## src/rtl/dpdm_pkg.sv

```systemverilog
package dpdm_pkg;
   // ==========================================================
   // source type codes
   localparam logic [3:0] TYPE_NONE = 4'h0;
   localparam logic [3:0] TYPE_SDP  = 4'h1;
   localparam logic [3:0] TYPE_CDP  = 4'h2;
   localparam logic [3:0] TYPE_DCP  = 4'h3;
   localparam logic [3:0] TYPE_HV   = 4'h4;
   localparam logic [3:0] TYPE_UNK  = 4'h5;
   localparam logic [3:0] TYPE_NSTD = 4'h6;

   // ==========================================================
   // current limits in mA
   localparam logic [11:0] ILIM_SDP  = 12'd500;
   localparam logic [11:0] ILIM_CDP  = 12'd1500;
   localparam logic [11:0] ILIM_DCP  = 12'd3250;
   localparam logic [11:0] ILIM_HV   = 12'd1500;
   localparam logic [11:0] ILIM_UNK  = 12'd3000;
   localparam logic [11:0] ILIM_DIV1 = 12'd2100;
   localparam logic [11:0] ILIM_DIV2 = 12'd2000;
   localparam logic [11:0] ILIM_DIV3 = 12'd1000;
   localparam logic [11:0] ILIM_DIV4 = 12'd2400;
   localparam logic [11:0] ILIM_RST  = 12'd3000;

   // ==========================================================
   // primary classification from the comparator front end
   localparam logic [2:0] PRI_SDP  = 3'h0;
   localparam logic [2:0] PRI_PORT = 3'h1;
   localparam logic [2:0] PRI_DIV1 = 3'h2;
   localparam logic [2:0] PRI_DIV2 = 3'h3;
   localparam logic [2:0] PRI_DIV3 = 3'h4;
   localparam logic [2:0] PRI_DIV4 = 3'h5;
   localparam logic [2:0] PRI_UNK  = 3'h6;

   // ==========================================================
   // drive level codes; dm code 1 (0 V) is not offered
   localparam logic [2:0] DRV_HIZ   = 3'h0;
   localparam logic [2:0] DRV_0V    = 3'h1;
   localparam logic [2:0] DRV_SHORT = 3'h7;

   // ==========================================================
   // timing
   localparam int CLK_MHZ      = 100;
   localparam int STAGE_US     = 40;
   localparam int STAGE_CYC    = STAGE_US * CLK_MHZ;
   localparam int CNT_W        = 13;

   // ==========================================================
   // analog stage handshake: one request, one result
   typedef struct packed {
      logic       done;
      logic       ok;
      logic [2:0] cls;
   } dpdm_stage_type;

   typedef enum logic [6:0] {
      ST_IDLE = 7'b0000001,
      ST_DCD  = 7'b0000010,
      ST_PRI  = 7'b0000100,
      ST_SEC  = 7'b0001000,
      ST_HV12 = 7'b0010000,
      ST_HV9  = 7'b0100000,
      ST_DONE = 7'b1000000
   } dpdm_state_type;
endpackage

```

## src/rtl/dpdm_detect.sv

```systemverilog
`timescale 1ns/100ps
module dpdm_detect (
   input  wire logic                     CLK,
   input  wire logic                     NRST,
   input  wire logic                     SOURCE_QUALIFIED,
   input  wire logic                     AUTO_DETECT_ENABLE,
   input  wire logic                     HV_ADAPTER_ENABLE,
   input  wire logic                     REQUEST_9V_ENABLE,
   input  wire logic                     REQUEST_12V_ENABLE,
   input  wire logic                     DETECT_COMPLETE_IRQ_MASK,
   input  wire logic                     DETECT_COMPLETE_FLAG_CLR,
   output logic                          DETECT_RUNNING_STATUS,
   output logic                          DETECT_COMPLETE_FLAG,
   output logic                          IRQ_N,
   output logic [3:0]                    SOURCE_TYPE_CODE,
   output logic [11:0]                   INPUT_CURRENT_LIMIT,
   input  wire logic                     ILIM_WR,
   input  wire logic [11:0]              ILIM_WDATA,
   output logic                          STAGE_REQ,
   output logic [2:0]                    STAGE_SEL,
   input  wire dpdm_pkg::dpdm_stage_type STAGE_RESULT,
   input  wire logic                     DRIVE_WR,
   input  wire logic [2:0]               DP_LEVEL_WDATA,
   input  wire logic [2:0]               DM_LEVEL_WDATA,
   output logic [2:0]                    DP_DRIVE_LEVEL,
   output logic [2:0]                    DM_DRIVE_LEVEL,
   input  wire logic [7:0]               DP_ADC_IN,
   input  wire logic [7:0]               DM_ADC_IN,
   output logic [7:0]                    DP_ADC_VALUE,
   output logic [7:0]                    DM_ADC_VALUE,
   input  wire logic                     POWER_ON_SENSE,
   input  wire logic                     FET_PAIR1_SENSE,
   input  wire logic                     FET_PAIR2_SENSE,
   output logic                          FET_PAIR1_PRESENT,
   output logic                          FET_PAIR2_PRESENT,
   input  wire logic                     FET_ENABLE_WR,
   input  wire logic [1:0]               FET_ENABLE_WDATA,
   output logic                          FET_PAIR1_ENABLE,
   output logic                          FET_PAIR2_ENABLE
);
   import dpdm_pkg::*;

   // ==========================================================
   // synchronisers for pin-derived inputs
   logic [1:0] qual_s, sense1_s, sense2_s, pon_s;
   logic [7:0] dpa_s1, dpa_s2, dma_s1, dma_s2;
   always_ff @(posedge CLK or negedge NRST) begin
      if (!NRST) begin
         qual_s   <= 2'h0;
         sense1_s <= 2'h0;
         sense2_s <= 2'h0;
         pon_s    <= 2'h0;
         dpa_s1   <= 8'h00;
         dpa_s2   <= 8'h00;
         dma_s1   <= 8'h00;
         dma_s2   <= 8'h00;
      end else begin
         qual_s   <= {qual_s[0], SOURCE_QUALIFIED};
         sense1_s <= {sense1_s[0], FET_PAIR1_SENSE};
         sense2_s <= {sense2_s[0], FET_PAIR2_SENSE};
         pon_s    <= {pon_s[0], POWER_ON_SENSE};
         dpa_s1   <= DP_ADC_IN;
         dpa_s2   <= dpa_s1;
         dma_s1   <= DM_ADC_IN;
         dma_s2   <= dma_s1;
      end
   end
   wire qual  = qual_s[1];
   wire sense1 = sense1_s[1];
   wire sense2 = sense2_s[1];
   wire pon   = pon_s[1];

   // ==========================================================
   // state machine and watchdog
   dpdm_state_type   state_r, state_nxt;
   logic             qual_d_r;
   logic [CNT_W-1:0] cnt_r;
   logic             ddcp_r;
   logic [3:0]       type_r;
   logic [11:0]      ilim_r;
   logic             flag_r, irq_r;
   wire insert    = qual && !qual_d_r;
   wire start     = insert && AUTO_DETECT_ENABLE;
   wire timeout   = (cnt_r == CNT_W'(STAGE_CYC - 1));
   wire stage_end = STAGE_RESULT.done || timeout;
   wire hv_ok     = HV_ADAPTER_ENABLE && (REQUEST_9V_ENABLE || REQUEST_12V_ENABLE);
   wire running   = (state_r != ST_IDLE) && (state_r != ST_DONE);

   // divider class to limit
   function automatic logic [11:0] div_limit(input logic [2:0] c);
      case (c)
         PRI_DIV1: div_limit = ILIM_DIV1;
         PRI_DIV2: div_limit = ILIM_DIV2;
         PRI_DIV3: div_limit = ILIM_DIV3;
         default:  div_limit = ILIM_DIV4;
      endcase
   endfunction

   // next state: each stage waits for its result or the watchdog timeout
   always_comb begin
      state_nxt = state_r;
      case (state_r)
         ST_IDLE: if (start) state_nxt = ST_DCD;
         ST_DCD:  if (stage_end) state_nxt = ST_PRI;
         ST_PRI:  if (stage_end) begin
            if (!timeout && STAGE_RESULT.cls == PRI_PORT) state_nxt = ST_SEC;
            else state_nxt = ST_DONE;
         end
         ST_SEC:  if (stage_end) begin
            if (!timeout && STAGE_RESULT.ok && hv_ok)
               state_nxt = REQUEST_12V_ENABLE ? ST_HV12 : ST_HV9;
            else state_nxt = ST_DONE;
         end
         ST_HV12: if (stage_end) begin
            if (!timeout && STAGE_RESULT.ok) state_nxt = ST_DONE;
            else if (REQUEST_9V_ENABLE) state_nxt = ST_HV9;
            else state_nxt = ST_DONE;
         end
         ST_HV9:  if (stage_end) state_nxt = ST_DONE;
         ST_DONE: state_nxt = ST_IDLE;
         default: state_nxt = ST_IDLE;
      endcase
      if (insert && running) state_nxt = ST_DCD;
   end

   always_ff @(posedge CLK or negedge NRST) begin
      if (!NRST) begin
         state_r  <= ST_IDLE;
         qual_d_r <= 1'b0;
         cnt_r    <= '0;
      end else begin
         state_r  <= state_nxt;
         qual_d_r <= qual;
         cnt_r    <= (state_nxt != state_r || !running) ? '0 : cnt_r + 1'b1;
      end
   end

   // ==========================================================
   // result registers
   wire hv_pass = (state_r == ST_HV12 || state_r == ST_HV9) && stage_end && !timeout && STAGE_RESULT.ok;
   always_ff @(posedge CLK or negedge NRST) begin
      if (!NRST) begin
         type_r <= TYPE_NONE;
         ilim_r <= ILIM_RST;
      end else if (state_r == ST_PRI && stage_end) begin
         case (timeout ? PRI_UNK : STAGE_RESULT.cls)
            PRI_SDP:  begin type_r <= TYPE_SDP; ilim_r <= ILIM_SDP; end
            PRI_PORT: ilim_r <= ilim_r;
            PRI_UNK:  begin type_r <= TYPE_UNK; ilim_r <= ILIM_UNK; end
            default:  begin type_r <= TYPE_NSTD; ilim_r <= div_limit(STAGE_RESULT.cls); end
         endcase
      end else if (state_r == ST_SEC && stage_end) begin
         if (!timeout && STAGE_RESULT.ok) begin
            type_r <= TYPE_DCP;
            ilim_r <= ILIM_DCP;
         end else begin
            type_r <= TYPE_CDP;
            ilim_r <= ILIM_CDP;
         end
      end else if (hv_pass) begin
         type_r <= TYPE_HV;
         ilim_r <= ILIM_HV;
      end else if (ILIM_WR && !running) begin
         ilim_r <= ILIM_WDATA;
      end
   end

   // ==========================================================
   // completion flag and active-low interrupt pulse
   wire finish = (state_r == ST_DONE);
   always_ff @(posedge CLK or negedge NRST) begin
      if (!NRST) begin
         flag_r <= 1'b0;
         irq_r  <= 1'b0;
      end else begin
         flag_r <= finish | (flag_r & ~DETECT_COMPLETE_FLAG_CLR);
         irq_r  <= finish & ~DETECT_COMPLETE_IRQ_MASK;
      end
   end

   // ==========================================================
   // drive levels, adc readback, fet pairs
   logic [2:0] dp_r, dm_r;
   logic [7:0] dpa_r, dma_r;
   logic       p1_r, p2_r, e1_r, e2_r, pon_d_r;
   wire drv_ok = DRIVE_WR && !(qual && running);
   wire pon_rise = pon && !pon_d_r;
   wire fet_ok = FET_ENABLE_WR && !(p1_r && p2_r && FET_ENABLE_WDATA == 2'h3);
   always_ff @(posedge CLK or negedge NRST) begin
      if (!NRST) begin
         dp_r    <= DRV_HIZ;
         dm_r    <= DRV_HIZ;
         dpa_r   <= 8'h00;
         dma_r   <= 8'h00;
         p1_r    <= 1'b0;
         p2_r    <= 1'b0;
         e1_r    <= 1'b0;
         e2_r    <= 1'b0;
         pon_d_r <= 1'b0;
      end else begin
         if (drv_ok) begin
            dp_r <= DP_LEVEL_WDATA;
            dm_r <= (DM_LEVEL_WDATA == DRV_0V || DM_LEVEL_WDATA == DRV_SHORT) ? DRV_HIZ : DM_LEVEL_WDATA;
         end
         dpa_r   <= dpa_s2;
         dma_r   <= dma_s2;
         pon_d_r <= pon;
         if (pon_rise) begin
            p1_r <= sense1;
            p2_r <= sense2;
         end
         if (fet_ok) begin
            e1_r <= FET_ENABLE_WDATA[0] & p1_r;
            e2_r <= FET_ENABLE_WDATA[1] & p2_r;
         end
      end
   end

   // ==========================================================
   // outputs; the stage port and drive pins are wired to input port one only
   assign DETECT_RUNNING_STATUS = running;
   assign DETECT_COMPLETE_FLAG  = flag_r;
   assign IRQ_N                 = ~irq_r;
   assign SOURCE_TYPE_CODE      = type_r;
   assign INPUT_CURRENT_LIMIT   = ilim_r;
   assign STAGE_REQ             = running;
   assign STAGE_SEL             = {state_r[4] | state_r[5], state_r[2] | state_r[3], state_r[1] | state_r[3] | state_r[5]};
   assign DP_DRIVE_LEVEL        = dp_r;
   assign DM_DRIVE_LEVEL        = dm_r;
   assign DP_ADC_VALUE          = dpa_r;
   assign DM_ADC_VALUE          = dma_r;
   assign FET_PAIR1_PRESENT     = p1_r;
   assign FET_PAIR2_PRESENT     = p2_r;
   assign FET_PAIR1_ENABLE      = e1_r;
   assign FET_PAIR2_ENABLE      = e2_r;

   // ==========================================================
   // checks
   a_irq_unmasked: assert property (@(posedge CLK) disable iff (!NRST)
      (state_r == ST_DONE && !DETECT_COMPLETE_IRQ_MASK) |=> !IRQ_N) else $error("irq missing");
   a_irq_masked: assert property (@(posedge CLK) disable iff (!NRST)
      (state_r == ST_DONE && DETECT_COMPLETE_IRQ_MASK) |=> IRQ_N) else $error("irq not masked");
   a_hv_order: assert property (@(posedge CLK) disable iff (!NRST)
      (state_r == ST_SEC && state_nxt == ST_HV9) |-> !REQUEST_12V_ENABLE) else $error("9v before 12v");
   a_hv_gate: assert property (@(posedge CLK) disable iff (!NRST)
      (state_r == ST_SEC && state_nxt[5:4] != 2'h0) |-> hv_ok) else $error("hv without enable");
   a_skip_auto: assert property (@(posedge CLK) disable iff (!NRST)
      (state_r == ST_IDLE && !AUTO_DETECT_ENABLE) |=> state_r == ST_IDLE) else $error("ran while disabled");
   a_level_lock: assert property (@(posedge CLK) disable iff (!NRST)
      (running && qual) |=> $stable(DP_DRIVE_LEVEL)) else $error("level changed during detection");
   a_dm_no_zero: assert property (@(posedge CLK) disable iff (!NRST)
      DM_DRIVE_LEVEL != DRV_0V) else $error("dm at 0v");
   a_fet_both: assert property (@(posedge CLK) disable iff (!NRST)
      (FET_PAIR1_PRESENT && FET_PAIR2_PRESENT) |-> !(FET_PAIR1_ENABLE && FET_PAIR2_ENABLE)) else $error("both fets on");
   a_dcp_limit: assert property (@(posedge CLK) disable iff (!NRST)
      (state_r == ST_SEC && stage_end && !timeout && STAGE_RESULT.ok) |=> INPUT_CURRENT_LIMIT == ILIM_DCP)
      else $error("dcp limit wrong");
   c_dcp: cover property (@(posedge CLK) state_r == ST_SEC ##1 state_r == ST_DONE);
   c_hv12: cover property (@(posedge CLK) state_r == ST_HV12 ##1 state_r == ST_DONE);
   c_div: cover property (@(posedge CLK) type_r == TYPE_NSTD);
endmodule // dpdm_detect

```

## config.mk

```make
export PLATFORM = sky130hd
export DESIGN_NAME = dpdm_detect
export DESIGN_NICKNAME = d
export VERILOG_FILES = /design/src/rtl/dpdm_pkg.sv /design/src/rtl/dpdm_detect.sv
export SDC_FILE = /design/constraint.sdc
export NUM_CORES = 1
export LEC_CHECK = 0
export BUFFER_PORTS_ARGS = -buffer_cell sky130_fd_sc_hd__buf_4
export CELL_PAD_IN_SITES_DETAIL_PLACEMENT = 1
export CELL_PAD_IN_SITES_GLOBAL_PLACEMENT = 2
export CORE_MARGIN = 10
export CORE_UTILIZATION = 31
export DETAILED_ROUTE_END_ITERATION = 6
export HOLD_SLACK_MARGIN = 0.02
export PLACE_DENSITY = 0.82
export SYNTH_ARGS = -nofsm -noshare
export SYNTH_HDL_FRONTEND = slang
export SYNTH_SLANG_ARGS = --single-unit
```

## constraint.sdc

```tcl
create_clock -name CLK -period 2.33 [get_ports CLK]
set_input_delay 0.5825 -clock CLK [delete_from_list [all_inputs] [get_ports CLK]]
set_output_delay 0.5825 -clock CLK [all_outputs]
set_load 0.02 [all_outputs]
```

# ---- Word level (Yosys, flattened, before mapping)
# Cells that the tools add are included.
dict set report classes {
  add_sub_neg 1
  eq_ne 21
  n_mux 28
  n_bitwise 12
  reduce_logical 36
}
# cell count
set ops {}
lappend ops {{$mux 7} 11}
lappend ops {{$pmux 12 s3} 2}
lappend ops {{$mux 12} 5}
lappend ops {{$pmux 7 s6} 1}
lappend ops {{$logic_and 1x1->1} 20}
lappend ops {{$add 13x1->13 const B} 1}
lappend ops {{$eq 13x12->1 const B} 1}
lappend ops {{$mux 13} 1}
lappend ops {{$mux 4} 3}
lappend ops {{$pmux 4 s3} 1}
lappend ops {{$eq 3x1->1 const B} 3}
lappend ops {{$eq 3x3->1 const B} 3}
lappend ops {{$eq 7x1->1 const B} 1}
lappend ops {{$eq 7x2->1 const B} 1}
lappend ops {{$eq 7x3->1 const B} 1}
lappend ops {{$eq 7x4->1 const B} 1}
lappend ops {{$eq 7x5->1 const B} 1}
lappend ops {{$eq 7x6->1 const B} 1}
lappend ops {{$eq 7x7->1 const B} 1}
lappend ops {{$ne 7x1->1 const B} 1}
lappend ops {{$ne 7x7->1} 1}
lappend ops {{$ne 7x7->1 const B} 1}
lappend ops {{$eq 3x2->1 const B} 2}
lappend ops {{$logic_not 1->1} 6}
lappend ops {{other kinds (13)} 28}
dict set report totals {
  regBits 106
  output_inout_bits 49
  elab_cells 122
}

# ---- Longest topological paths before layout
dict set report depth {
  depth_word 11
  ltp_mapped 9
  depth_no_buf 7
}

# ---- Worst setup path before layout
# OpenSTA, ideal clock, no wires.
dict set report synth_timing {
  path_kind {register -> register}
  start {register cnt_r[0]}
  end {register type_r[2] (netlist: SOURCE_TYPE_CODE[2])}
  arrival_time_ns 2.201
  required_time_ns 2.207
  path_slack_ns 0.006
  path_stages_with_launch 9
  path_buffers 2
  synth_period_minus_slack_ns 2.324
  path_cell_list {dfrtp_1 -> ha_1 -> and4_1 -> and4_1 -> buf_2 -> or3_1 -> clkbuf_1 -> or3_1 -> o221a_1}
}
dict set report synth_between {
  elab_chain_len 7
}
# element line_no
set synth_rtl {}
lappend synth_rtl {{start, declared} dpdm_detect.sv:77} ;# logic [CNT_W-1:0] cnt_r;
lappend synth_rtl {{start signal, assigned} dpdm_detect.sv:134} ;# cnt_r <= (state_nxt != state_r || !running) ? '0 : cnt_r + 1'b1;
lappend synth_rtl {{$eq 13x12->1 *} dpdm_detect.sv:84} ;# wire timeout = (cnt_r == CNT_W'(STAGE_CYC - 1));
lappend synth_rtl {{branches (longest 6 deep; another with $pmux 4 s3)} n/a}
lappend synth_rtl {{end signal, assigned} dpdm_detect.sv:143} ;# type_r <= TYPE_NONE;
lappend synth_rtl {{end signal, assigned} dpdm_detect.sv:147} ;# PRI_SDP: begin type_r <= TYPE_SDP; ilim_r <= ILIM_SDP; end
lappend synth_rtl {{end signal, assigned} dpdm_detect.sv:149} ;# PRI_UNK: begin type_r <= TYPE_UNK; ilim_r <= ILIM_UNK; end
lappend synth_rtl {{end, declared} dpdm_detect.sv:79} ;# logic [3:0] type_r;
# Mark *: on every way between the ends. The select of a mux whose other input is x is not followed.
# A chain may end at the register's enable or synchronous reset.

# ---- Worst setup path in the final report
dict set report layout_timing {
  start {register state_r[2]}
  end {output port DETECT_RUNNING_STATUS}
}
dict set report layout_between {
  elab_chain_len 2
}
# element line_no
set layout_rtl {}
lappend layout_rtl {{start, declared} dpdm_detect.sv:75} ;# dpdm_state_type state_r, state_nxt;
lappend layout_rtl {{start signal, assigned} dpdm_detect.sv:132} ;# state_r <= state_nxt;
lappend layout_rtl {{$ne 7x1->1 / $ne 7x7->1 (equally long branches)} dpdm_detect.sv:87} ;# wire running = (state_r != ST_IDLE) && (state_r != ST_DONE);
lappend layout_rtl {{$logic_and 1x1->1 *} dpdm_detect.sv:87}
lappend layout_rtl {{end, declared} dpdm_detect.sv:12} ;# output logic DETECT_RUNNING_STATUS,
# Every way passes the cells marked *; elsewhere a longest branch is shown, timed or not.

==> impl_metrics.csv <==
group,metric,value,unit
sta,fin_crit,2.37,ns
finish,final_common_cell,"buf_4",
route,viasPerCell,4.85,
sta,holdWs,0.180,ns
synthesis,synth_nets,404,
synthesis,syn_area,4210,um2
critical_path,r2r_slack,-0.04,ns
finish,final_cell_mix,"buf_4, dfrtp_1, nand2_1",
finish,final_cell_count_no_fill,676,
synthesis,dominantRegCellSynth,"dfrtp_1",
sta,fmax,422,MHz
pwr,internal-power,3.16,mW
finish,antennaDiodeCount,0,
synthesis,netlist_instances,347,
floorplanning,io_pins,105,
sta,grt_setup_unrepaired,"true",
grt,grt_pass1_wl,19.3,mm
clocking,cts_made_buffers,9,
finish,fin_nets,552,
pwr,seqPwrFrac,0.468,
finish,syn_to_final_growth,43.1,%
synthesis,synthArstFlopShare,1.00,
sta,setup_viol,4,
synthesis,ys_seq_area_frac,0.626,
floorplanning,core,13300,um2
hold_path,hp-class,"in2async",
critical_path,critical_path_buf_inv_count,2,
sta,setup_slack,-0.0385,ns
clocking,clk_pin_slew,0.08,ns
floorplanning,die_w,137,um
sta,finalHoldViolCount,0,
critical_path,cp_num_cells,4,
floorplanning,dieArea,18700,um2
place,place_congestion,0.840,
route,drc,0,
grt,antenna_found_initial,0,
pwr,comb_power_share,0.163,
critical_path,reg2reg_to,"cnt_r[7]",
route,postRouteAntennaNets,0,
pwr,peakVddDrop,0.000574,V
grt,grt_max_degree,48,
floorplanning,num_rows,42,
critical_path,cpLargestDelayFamily,"simple AND/OR/NAND/NOR gates",
critical_path,worstPathMaxFanout,2,
pwr,power_leakage,2.71,nW
clocking,clock_latency,0.35,ns
critical_path,path_class,"reg2out",
grt,track_usage,0.134,
route,routedWlPerCell,18.3,um
critical_path,r2r-start,"state_r[2]",
outcome,violations,"negative setup slack",
route,firstDrtPassIters,4,
floorplanning,start_util,0.317,
place,dp.final_hpwl,9.19,mm
critical_path,r2r_cells,9,
synthesis,synth_cell_types,63,
critical_path,startpoint,"state_r[2]",
route,vias,3276,
clocking,h-tree-depth,3,
critical_path,arrival,1.79,ns
route,drtIter0Drc,190,
sta,fin_crit_sh,1.02,
pwr,clock_power_share,0.369,
clocking,cts_tree,"yes",
finish,drive_gt1_frac,0.454,
critical_path,critical_path.cell_chain,"or4_4 > nor3_4 > inv_2 > buf_6",
flow_run,cap_viol_max_count,0,
place,port_buffers,103,
pwr,power.density,721,nW/um2
synthesis,synth_edf_count,0,
clocking,cts_hold_buf,0,
pwr,switchingPower,1.19,mW
synthesis,synth-seq-cells,105,
floorplanning,die_h,137,um
place,place_inst,650,
outcome,status,"finished with violations",
place,pre_cts_ws,-0.118,ns
clocking,clkSinkCount,105,
sta,drv_slew,0,
critical_path,critPathCapture,"DETECT_RUNNING_STATUS",
sta,skew,0.00541,ns
synthesis,avgSynthCellArea,12.1,um2
grt,grt_overflow,0,
critical_path,worstPathRequired,1.75,ns
critical_path,cpMaxStageDelayCell,"or4_4",
clocking,root_buffer,"clkbuf_16",
finish,fin_util,0.454,
synthesis,yosys_warnings,0,
pwr,switching_share,0.274,
critical_path,max_stage_delay,0.56,ns
clocking,cts_buffer_depth,2,
critical_path,setup.worst_path.start_class,"flop",
critical_path,cp-end-kind,"primary output",
route,totalWireLength,12.3,mm
grt,grt_pass1_vias,3544,
power by group through the flow:
stage                     Sequential (mW)  Clock [mW]  Combinational (mW)
final                                2.03        1.60               0.710
after global routing                 2.05        1.73               0.766
after CTS                            2.04        1.66               0.695
after detailed placement             2.07           0               0.675
after global placement               2.06           0               0.659
after floorplan                      2.17           0               0.195
layer usage:
metal / routed length (um) / vias up / track usage
met1: 4800 / 1665 / 0.147
met3: 531 / 24 / 0.0301
met5: 0 / - / 0
met2: 6670 / 71 / 0.242
met4: 344 / 0 / 0.0586
li1: - / 1516 / -
synth_stat cells (3+ instances only):
cell	count	area (um2)
or3_1	3	18.8
a21o_1	5	37.5
buf_6	3	33.8
nor2_1	28	105
a21oi_1	12	60.1
o21ai_0	13	65.1
nor3_2	13	130
o22ai_1	3	18.8
o2bb2ai_1	3	26.3
a31oi_1	7	43.8
nand3_1	11	55.1
xor2_1	9	78.8
and4_1	4	35.0
o21a_1	3	22.5
xnor2_1	7	61.3
buf_2	6	30.0
buf_4	3	22.5
a21boi_0	3	22.5
nor3_1	7	35.0
inv_1	14	52.6
nand2b_1	5	31.3
nand2_1	28	105
dfstp_2	8	210
dfrtp_1	97	2430
mux2_2	7	78.8
state kept, by name, summed over array words and instances (netlist names), 2 cells and up:
| signal | flops |
|---|---|
| dpa_s1 | 8 |
| DP_DRIVE_LEVEL | 3 |
| DM_DRIVE_LEVEL | 3 |
| sense2_s | 2 |
| pon_s | 2 |
| dma_s1 | 8 |
| dma_s2 | 8 |
| sense1_s | 2 |
| qual_s | 2 |
| state_r | 7 |
| DP_ADC_VALUE | 8 |
| SOURCE_TYPE_CODE | 3 |
| DM_ADC_VALUE | 8 |
| INPUT_CURRENT_LIMIT | 12 |
| cnt_r | 13 |
| dpa_s2 | 8 |
per-stage QoR:
step                total power [mW]  TNS, ns  instance area, um2
floorplan                       2.36        0                4210
global placement                2.72  -0.0203                5440
detailed placement              2.75   -0.762                5440
CTS                             4.39   -0.298                5880
global route                    4.54    -1.36                6030
finish                          4.35   -0.126                6030
worst min path at each step:
stage              start              endpoint  slack [ns]
2_1_floorplan       NRST  DETECT_COMPLETE_FLAG        0.29
4_1_cts             NRST           sense2_s[1]        0.19
6_report            NRST     FET_PAIR2_PRESENT        0.18
3_3_place_gp   dma_s2[1]       DM_ADC_VALUE[1]        0.33
3_5_place_dp   dma_s2[6]       DM_ADC_VALUE[6]        0.34
5_1_grt             NRST           sense1_s[0]        0.21
logic make-up after synthesis:
logic type                 after synthesis  synth area share
AOI/OAI and AO/OA                       70             0.116
xor gates and xnor gates                16            0.0333
adders and majority gates                1           0.00297
and+or+nand+nor                        119             0.167
DFF                                    105             0.626
muxes                                    7            0.0187
other                                    1          0.000890
buffers and inverters                   28            0.0347
area by class of cell:
cell class | instances | area, um2
timing repair buffer | 151 | 1200
clock buffer | 9 | 225
sequential | 105 | 2640
fill | 1422 | 7270
multi-input combinational | 214 | 1590
tap | 176 | 220
clock inverter | 7 | 93.8
inverter | 14 | 52.6
repair_timing:
item / 4_1_cts / 5_1_grt
resized for setup: 19 / 19
pin swaps: 5 / 9
setup buffers: 7 / 2
setup endpoints to repair: 19 / 27
gates cloned: 0 / 1
Note: power is estimated with default switching activity, not from simulation.
